--- src/timer_set_pkg.sv ---
package timer_set_pkg;

  // ==========================================================
  // clock and sizing
  localparam int CLK_PERIOD_NS = 5;
  localparam int NUM_PAIRS = 4;
  localparam int MIN_PAIRS = 2;
  localparam int MAX_PAIRS = 7;
  localparam int ADDR_W = 8;

  // ==========================================================
  // register map: one 16-byte slot per timer, flags at the top
  localparam int SLOT_SHIFT = 4;
  localparam logic [1:0] SEL_CTRL = 2'h0;
  localparam logic [1:0] SEL_PERIOD = 2'h1;
  localparam logic [1:0] SEL_COUNT = 2'h2;
  localparam logic [7:0] FLAGS_OFFSET = 8'hF0;

  // ==========================================================
  // control field positions
  localparam int RUN_BIT = 15;
  localparam int IDLE_HALT_BIT = 13;
  localparam int GATE_BIT = 6;
  localparam int PRESCALE_LO = 4;
  localparam int JOIN_BIT = 3;
  localparam int SYNC_BIT = 2;
  localparam int SOURCE_BIT = 1;

  // implemented bits per control register kind
  localparam logic [15:0] STANDALONE_MASK = 16'hA076;
  localparam logic [15:0] LOWER_MASK = 16'hA07A;
  localparam logic [15:0] UPPER_MASK = 16'hA072;

  // ==========================================================
  // reset values
  localparam logic [15:0] CTRL_RESET = 16'h0000;
  localparam logic [15:0] PERIOD_RESET = 16'hFFFF;
  localparam logic [15:0] COUNT_RESET = 16'h0000;

  // ==========================================================
  // prescale codes and their terminal counts
  localparam logic [1:0] PS_DIV1 = 2'h0;
  localparam logic [1:0] PS_DIV8 = 2'h1;
  localparam logic [1:0] PS_DIV64 = 2'h2;
  localparam logic [1:0] PS_DIV256 = 2'h3;
  localparam logic [7:0] TERM_DIV1 = 8'h00;
  localparam logic [7:0] TERM_DIV8 = 8'h07;
  localparam logic [7:0] TERM_DIV64 = 8'h3F;
  localparam logic [7:0] TERM_DIV256 = 8'hFF;

  // ==========================================================
  // bus responses
  localparam logic [1:0] RESP_OKAY = 2'h0;
  localparam logic [1:0] RESP_SLVERR = 2'h2;

endpackage

--- src/timer_set.sv ---
// The register addresses and the AXI4-Lite slave port were left to the implementer.
`timescale 1ns/1ps
// Functional notes
// - standalone 16-bit counter: timer, synchronous counter, or pin-clocked asynchronous counter
// - standalone event on period match, or gate falling edge in gated mode
// - run bit 15 starts the timer when 1, stops it when 0
// - idle-halt bit 13 stops counting in idle when 1
// - gate bit 6 acts only with internal clock, ignored on external clock
// - prescale bits 5-4: 11 1:256, 10 1:64, 01 1:8, 00 1:1
// - standalone bit 2 picks synchronised or unsynchronised pin clock; ignored internally
// - source bit 1 selects pin rising edges (1) or core clock (0)
// - pair runs as two 16-bit timers, one 32-bit timer or counter
// - join bit 3 of lower control merges the pair into 32 bits
// - joined: lower holds low count and period words, upper the high words
// - joined: upper control ignored; lower control, clock and gate used
// - joined: full 32-bit match raises the upper timer's event
// - run bit starts whole 32-bit timer when joined, else lower only
// - first pair triggers first converter, second pair the second converter
// - only first pair timers request DMA and serve as capture bases
// - timers keep running in idle when allowed, and on pin clocks; here idle-halt bit 13 stops pin-clocked timers in idle too
// - unimplemented control bits read zero and ignore writes
module timer_set
  import timer_set_pkg::*;
#(
  parameter int NUM_PAIRS_P = NUM_PAIRS
) (
  input wire logic clk,
  input wire logic rst,
  input wire logic [ADDR_W-1:0] s_axi_awaddr,
  input wire logic s_axi_awvalid,
  output logic s_axi_awready,
  input wire logic [31:0] s_axi_wdata,
  input wire logic [3:0] s_axi_wstrb,
  input wire logic s_axi_wvalid,
  output logic s_axi_wready,
  output logic [1:0] s_axi_bresp,
  output logic s_axi_bvalid,
  input wire logic s_axi_bready,
  input wire logic [ADDR_W-1:0] s_axi_araddr,
  input wire logic s_axi_arvalid,
  output logic s_axi_arready,
  output logic [31:0] s_axi_rdata,
  output logic [1:0] s_axi_rresp,
  output logic s_axi_rvalid,
  input wire logic s_axi_rready,
  input wire logic idle_mode,
  input wire logic [2*NUM_PAIRS_P:0] ext_clock_pin,
  output logic [2*NUM_PAIRS_P:0] timer_event,
  output logic [1:0] adc_trigger,
  output logic [1:0] dma_request,
  output logic [15:0] capture_base_lower,
  output logic [15:0] capture_base_upper
);

  localparam int NT = 1 + 2 * NUM_PAIRS_P;
  localparam logic [3:0] NT4 = 4'(NT);

  if (NUM_PAIRS_P < MIN_PAIRS || NUM_PAIRS_P > MAX_PAIRS) begin : g_pairs_check
    $error("timer_set: NUM_PAIRS_P out of range");
  end

  // ==========================================================
  // state
  typedef struct packed {
    logic [NT-1:0][15:0] ctrl;
    logic [NT-1:0][15:0] period;
    logic [NT-1:0][15:0] count;
    logic [NT-1:0][7:0] pre;
    logic [NT-1:0] s1;
    logic [NT-1:0] s2;
    logic [NT-1:0] s3;
    logic [NT-1:0] s4;
    logic [NT-1:0] evt;
    logic [NT-1:0] flags;
    logic aw_full;
    logic [ADDR_W-1:0] aw_addr;
    logic w_full;
    logic [31:0] w_data;
    logic [3:0] w_strb;
    logic bvalid;
    logic [1:0] bresp;
    logic rvalid;
    logic [31:0] rdata;
    logic [1:0] rresp;
  } state_t;

  state_t s;
  state_t next_s;
  logic [NT-1:0] tick;
  logic [NT-1:0] gate_fall;
  logic [NT-1:0] run;
  logic wr_do;

  // ==========================================================
  // helpers
  function automatic logic [7:0] term_of(input logic [1:0] ps);
    logic [7:0] t;
    unique case (ps)
      PS_DIV1: t = TERM_DIV1;
      PS_DIV8: t = TERM_DIV8;
      PS_DIV64: t = TERM_DIV64;
      PS_DIV256: t = TERM_DIV256;
    endcase
    return t;
  endfunction

  function automatic logic [15:0] mask_of(input int i);
    if (i == 0) begin
      return STANDALONE_MASK;
    end
    return (i % 2 == 1) ? LOWER_MASK : UPPER_MASK;
  endfunction

  function automatic logic slot_hit(input logic [ADDR_W-1:0] a);
    return a[ADDR_W-1:SLOT_SHIFT] < NT4 && a[3:2] != 2'h3;
  endfunction

  function automatic logic [15:0] merge(input logic [15:0] old, input logic [31:0] d,
                                        input logic [3:0] strb);
    return {strb[1] ? d[15:8] : old[15:8], strb[0] ? d[7:0] : old[7:0]};
  endfunction

  // ==========================================================
  // next-state logic
  always_comb begin
    logic src;
    logic edge_src;
    logic gated;
    logic [31:0] c32;
    logic [31:0] p32;
    logic [3:0] idx;
    logic [15:0] wd;
    int lo;
    int up;
    src = 1'b0;
    edge_src = 1'b0;
    gated = 1'b0;
    c32 = 32'h0000_0000;
    p32 = 32'h0000_0000;
    idx = 4'h0;
    wd = 16'h0000;
    lo = 0;
    up = 0;
    next_s = s;
    next_s.evt = '0;
    tick = '0;
    gate_fall = '0;
    run = '0;
    // pins: two-stage synchroniser, then edge and extra sync stage
    next_s.s1 = ext_clock_pin;
    next_s.s2 = s.s1;
    next_s.s3 = s.s2;
    next_s.s4 = s.s3;

    for (int i = 0; i < NT; i++) begin
      // unsynchronised mode skips the alignment stage, saving a cycle of latency
      if (i == 0 && !s.ctrl[0][SYNC_BIT]) begin
        edge_src = s.s2[i] & ~s.s3[i];
      end else begin
        edge_src = s.s3[i] & ~s.s4[i];
      end
      gated = !s.ctrl[i][SOURCE_BIT] && s.ctrl[i][GATE_BIT];
      if (s.ctrl[i][SOURCE_BIT]) begin
        src = edge_src;
      end else begin
        src = gated ? s.s2[i] : 1'b1;
      end
      gate_fall[i] = gated && s.s3[i] && !s.s2[i];
      run[i] = s.ctrl[i][RUN_BIT] && !(idle_mode && s.ctrl[i][IDLE_HALT_BIT]);
      tick[i] = run[i] && src && s.pre[i] == term_of(s.ctrl[i][PRESCALE_LO +: 2]);
      if (!run[i]) begin
        next_s.pre[i] = 8'h00;
      end else if (src) begin
        next_s.pre[i] = tick[i] ? 8'h00 : s.pre[i] + 8'h01;
      end
      if (tick[i]) begin
        if (s.count[i] == s.period[i]) begin
          next_s.count[i] = 16'h0000;
          next_s.evt[i] = 1'b1;
        end else begin
          next_s.count[i] = s.count[i] + 16'h0001;
        end
      end
      if (gate_fall[i]) begin
        next_s.evt[i] = 1'b1;
      end
    end

    // joined pairs: lower timer's controls drive one 32-bit counter
    for (int p = 0; p < NUM_PAIRS_P; p++) begin
      lo = 1 + 2 * p;
      up = lo + 1;
      if (s.ctrl[lo][JOIN_BIT]) begin
        c32 = {s.count[up], s.count[lo]};
        p32 = {s.period[up], s.period[lo]};
        next_s.pre[up] = 8'h00;
        next_s.count[up] = s.count[up];
        next_s.evt[lo] = 1'b0;
        next_s.evt[up] = gate_fall[lo];
        if (tick[lo]) begin
          if (c32 == p32) begin
            c32 = 32'h0000_0000;
            next_s.evt[up] = 1'b1;
          end else begin
            c32 = c32 + 32'h0000_0001;
          end
          next_s.count[lo] = c32[15:0];
          next_s.count[up] = c32[31:16];
        end
      end
    end

    // ==========================================================
    // bus slave: write path
    if (s_axi_awvalid && !s.aw_full) begin
      next_s.aw_full = 1'b1;
      next_s.aw_addr = s_axi_awaddr;
    end
    if (s_axi_wvalid && !s.w_full) begin
      next_s.w_full = 1'b1;
      next_s.w_data = s_axi_wdata;
      next_s.w_strb = s_axi_wstrb;
    end
    if (s.bvalid && s_axi_bready) begin
      next_s.bvalid = 1'b0;
    end
    wr_do = s.aw_full && s.w_full && !s.bvalid;
    idx = s.aw_addr[ADDR_W-1:SLOT_SHIFT];
    if (wr_do) begin
      next_s.aw_full = 1'b0;
      next_s.w_full = 1'b0;
      next_s.bvalid = 1'b1;
      next_s.bresp = RESP_OKAY;
      if (s.aw_addr == FLAGS_OFFSET) begin
        wd = merge(16'h0000, s.w_data, s.w_strb);
        next_s.flags = s.flags & ~wd[NT-1:0];
      end else if (slot_hit(s.aw_addr)) begin
        unique case (s.aw_addr[3:2])
          SEL_CTRL: begin
            wd = merge(s.ctrl[idx], s.w_data, s.w_strb);
            next_s.ctrl[idx] = wd & mask_of(int'(idx));
          end
          SEL_PERIOD: begin
            next_s.period[idx] = merge(s.period[idx], s.w_data, s.w_strb);
          end
          SEL_COUNT: begin
            next_s.count[idx] = merge(s.count[idx], s.w_data, s.w_strb);
          end
          default: begin
            next_s.bresp = RESP_SLVERR;
          end
        endcase
      end else begin
        next_s.bresp = RESP_SLVERR;
      end
    end
    // a new event beats a clear in the same cycle
    next_s.flags = next_s.flags | next_s.evt;

    // ==========================================================
    // bus slave: read path
    if (s.rvalid && s_axi_rready) begin
      next_s.rvalid = 1'b0;
    end
    if (s_axi_arvalid && !s.rvalid) begin
      next_s.rvalid = 1'b1;
      next_s.rresp = RESP_OKAY;
      next_s.rdata = 32'h0000_0000;
      idx = s_axi_araddr[ADDR_W-1:SLOT_SHIFT];
      if (s_axi_araddr == FLAGS_OFFSET) begin
        next_s.rdata[NT-1:0] = s.flags;
      end else if (slot_hit(s_axi_araddr)) begin
        unique case (s_axi_araddr[3:2])
          SEL_CTRL: next_s.rdata[15:0] = s.ctrl[idx];
          SEL_PERIOD: next_s.rdata[15:0] = s.period[idx];
          SEL_COUNT: next_s.rdata[15:0] = s.count[idx];
          default: next_s.rresp = RESP_SLVERR;
        endcase
      end else begin
        next_s.rresp = RESP_SLVERR;
      end
    end
  end

  always_ff @(posedge clk) begin
    if (rst) begin
      s <= '0;
      for (int i = 0; i < NT; i++) begin
        s.ctrl[i] <= CTRL_RESET;
        s.period[i] <= PERIOD_RESET;
        s.count[i] <= COUNT_RESET;
      end
    end else begin
      s <= next_s;
    end
  end

  // ==========================================================
  // outputs
  assign s_axi_awready = !s.aw_full;
  assign s_axi_wready = !s.w_full;
  assign s_axi_bvalid = s.bvalid;
  assign s_axi_bresp = s.bresp;
  assign s_axi_arready = !s.rvalid;
  assign s_axi_rvalid = s.rvalid;
  assign s_axi_rdata = s.rdata;
  assign s_axi_rresp = s.rresp;
  assign timer_event = s.evt;
  assign adc_trigger = {s.evt[4], s.evt[2]};
  assign dma_request = {s.evt[2], s.evt[1]};
  assign capture_base_lower = s.count[1];
  assign capture_base_upper = s.count[2];
endmodule

--- config.mk ---
export PLATFORM = sky130hd
export DESIGN_NAME = timer_set
export DESIGN_NICKNAME = d
export VERILOG_FILES = /design/src/timer_set_pkg.sv /design/src/timer_set.sv
export SDC_FILE = /design/constraint.sdc
export NUM_CORES = 2
export LEC_CHECK = 0
export BUFFER_PORTS_ARGS = -buffer_cell sky130_fd_sc_hd__buf_4
export CORE_MARGIN = 2
export CORE_UTILIZATION = 40
export CTS_BUF_LIST = sky130_fd_sc_hd__clkbuf_16
export DETAILED_ROUTE_END_ITERATION = 10
export GPL_TIMING_DRIVEN = 0
export HOLD_SLACK_MARGIN = 0.03
export PLACE_DENSITY_LB_ADDON = 0.3
export SLEW_MARGIN = 20
export SYNTH_ARGS = -nofsm -noshare
export SYNTH_HDL_FRONTEND = slang
export SYNTH_SLANG_ARGS = --single-unit
--- constraint.sdc ---
create_clock -name clk -period 3.3 [get_ports clk]
set_input_delay 0.99 -clock clk [delete_from_list [all_inputs] [get_ports clk]]
set_output_delay 0.99 -clock clk [all_outputs]
set_load 0.02 [all_outputs]
==> run metrics <==
share of cells above drive strength 1=0.1724; vias per cell=6.592; Setup WS post-layout=-0.08009 ns; number of port buffers=112; fillcell total=7968; # setup viols final=27; initial antenna violation count=12; EDFF count, synth=0; LEAKAGE=0.01368 uW; # rows=104; area occupied by multi-input gates=0.02040 mm2; largest net degree at the start of global routing=13; r2r setup slk=-0.06 ns; hold buffers post-CTS=0; Detailed Route Iter0 Violations=4800; WL final=169100 um; Hold Violations, Final=0; Residual DRC=0; drt pass-1 iters=5; CTS root buf=clkbuf_16; synth warn=0; Post-Route Setup TNS=-1.026 ns; HP Class=reg2reg; cell with the most instances after synthesis=dfxtp_1; Wirelength per Cell=32.90 um; failing checks=negative setup slack; total CTS buffers=68; Post-synth ARST share=0; Die Wd=289.2 um; RSZ-0062 raised after global routing=true; critical-path maximum fanout=10; Synth-to-Final Area Change=16.36%; Syn Area/Cell=8.517 um2; vias in the first global route=30540; CP startpoint=rst; Die Footprint=0.08366 mm2; Synth area leaders=dfxtp_1 (33%), mux4_2 (11%), nand2_1 (5.5%), xor2_1 (4.6%), a21oi_1 (3.7%); clock tree buffer depth=3; GRT Util Overall=0.3947; CTS tree=yes; synth cell count leaders=dfxtp_1 (534), nand2_1 (475), nor2_1 (315), clkbuf_1 (247), a21oi_1 (238); Reg2Reg Depth=9; Startpoint Class=primary input; Seq cells post-synth=534; Total Nets Final=4116; worst path required time=3.77 ns; MaxCap Viol Count=0; Syn Inst Count=3821; Worst slew margin=0.1499; worst slew pin tran=1.275 ns; top-area cell type share of the netlist area=0.3285; H-tree Lvls=3; worst skew pair latency=0.64 ns; Main synth FF type=dfxtp_1; Netlist cell types=85; final RePlAce weighted congestion=1.133; FMAX=0.2959 GHz; Die Height=289.2 um; Critical R2R Launch=s[80]; Routed Antenna Nets=0; power density relative to cell area=414.6 mW/mm2; tightest hold margin=0.4343 ns; TritonCTS Sinks=534; DR vias=33880; worst IR drop on VDD=321.6 uV; Initial Util=0.4040; FF/Latch Area=0.01070 mm2; Tmin final=3.380 ns; Setup crit end kind=flop; mapped cell area=0.03254 mm2; area leader, netlist=dfxtp_1; HPWL after DPL=130400 um; crit path kind=in2reg; Final Cycle Share=1.024; core box area=0.08055 mm2; sequential element share of the synthesized area=0.3285; CP endpoint=s[334]; Clock Skews=0.02750 ns; Worst EP arrival=3.85 ns; status=finished with violations; first-pass GRT wire length=232900 um; Slew Limit Fails=0; Worst R2R End=capture_base_upper[4]; Congestion Overflow GR=0; IO Count=155; clock slew at reported path FFs=0.06 ns
-- sequential cells by signal, summed over array words and instances, names as in the netlist --
signal,count
capture_base_lower,16
s_axi_rresp,1
capture_base_upper,16
s_axi_bresp,1
timer_event,9
next_s,27
s_axi_rdata,16
s_axi_rvalid,1
s_axi_bvalid,1
s,446
-- routing by layer --
layer  vias to the layer above  share of wire  global-route usage  wire [um]
met2                      2478           0.40              0.5600      68470
li1                      14320              -                   -          -
met1                     16470           0.39              0.5165      65260
met4                        10          0.075              0.2433      12670
met3                       600           0.13              0.1302      22610
met5                         -        0.00037                   0         62
-- area by class of cell --
cell class              instances  area share
clock inverters                49     0.01381
plain buffers                 363     0.04993
repair buffers                143     0.02987
diodes                          2   0.0001322
well taps                    1060     0.03502
clock buffers                  69     0.04560
multi-input cells            2876      0.5387
inverters                      43    0.004461
flip-flops and latches        534      0.2824
-- metrics by stage --
stage / std cells / util / total power, uW / setup slack, ns / cell area (um2)
floorplan: 3838 / - / 7377 / 0.01646 / 32610
global placement: 5010 / 0.4317 / 8043 / -1.710 / 34780
detailed placement: 5013 / 0.4326 / 8043 / -1.456 / 34850
CTS: 5149 / 0.4675 / 15600 / -0.002003 / 37660
global route: 5138 / 0.4701 / 15980 / -0.02911 / 37870
finish: 5139 / 0.4701 / 15700 / -0.08009 / 37870
-- worst min-delay path by stage --
stage / startpoint / end / cells past startpoint
CTS: next_s[121] / next_s[112] / 1
finish: next_s[121] / next_s[112] / 1
global placement: next_s[120] / next_s[111] / 1
detailed placement: next_s[121] / next_s[112] / 1
floorplan: next_s[120] / next_s[111] / 1
global route: next_s[121] / next_s[112] / 1
-- report_power, final --
| part | internal (uW) | total [uW] | switching (uW) |
|---|---|---|---|
| Sequential | 6500 | 6570 | 69.1 |
| Clock | 4460 | 7630 | 3170 |
| Combinational | 396 | 1500 | 1110 |
| Total | 11400 | 15700 | 4340 |
-- what timing repair did --
action,in CTS,in global routing
endpoints found under the setup margin,382,337
setup buffers,21,7
pin swaps,8,4
resized for setup,137,102
-- worst max-delay path, stage by stage --
cell	delay [ns]
clkbuf_1	0.64
clkbuf_2	0.53
clkdlybuf4s15_1	0.77
clkbuf_1	0.78
nor2_1	0.13
-- layout by cell type, fill, tap and decap left out, types with 43 or more instances in the layout --
cell type / synthesis / layout
xnor2_1: 133 / 133
clkbuf_1: 247 / 179
clkbuf_16: 0 / 69
o21ai_0: 109 / 102
inv_1: 42 / 50
o22ai_1: 44 / 43
nand2_1: 475 / 448
nand4_1: 93 / 93
mux4_2: 156 / 156
a22oi_1: 60 / 60
nand3_1: 112 / 112
nor4_1: 54 / 47
dfxtp_1: 534 / 530
nor2_1: 315 / 306
buf_4: 81 / 234
a21oi_1: 238 / 237
nor3_1: 91 / 82
mux2i_1: 83 / 83
o211ai_1: 152 / 152
xor2_1: 171 / 171
and3_1: 55 / 55
clkbuf_2: 1 / 43
nor2b_1: 58 / 57
-- logic make-up (layout without fill, tap and decap cells) --
family | after synthesis | in the layout | synth area share
buffers and inverters | 428 | 667 | 0.06009
AND/OR/NAND/NOR | 1437 | 1437 | 0.2128
adder cells (fa/ha/maj) | 19 | 19 | 0.007228
other | 1 | 20 | 0.0001152
AO/OA/AOI/OAI | 852 | 852 | 0.1735
XOR/XNOR | 304 | 304 | 0.08181
flip-flops | 534 | 534 | 0.3285
multiplexers | 246 | 246 | 0.1359
Power figures use the tool's default switching activity.
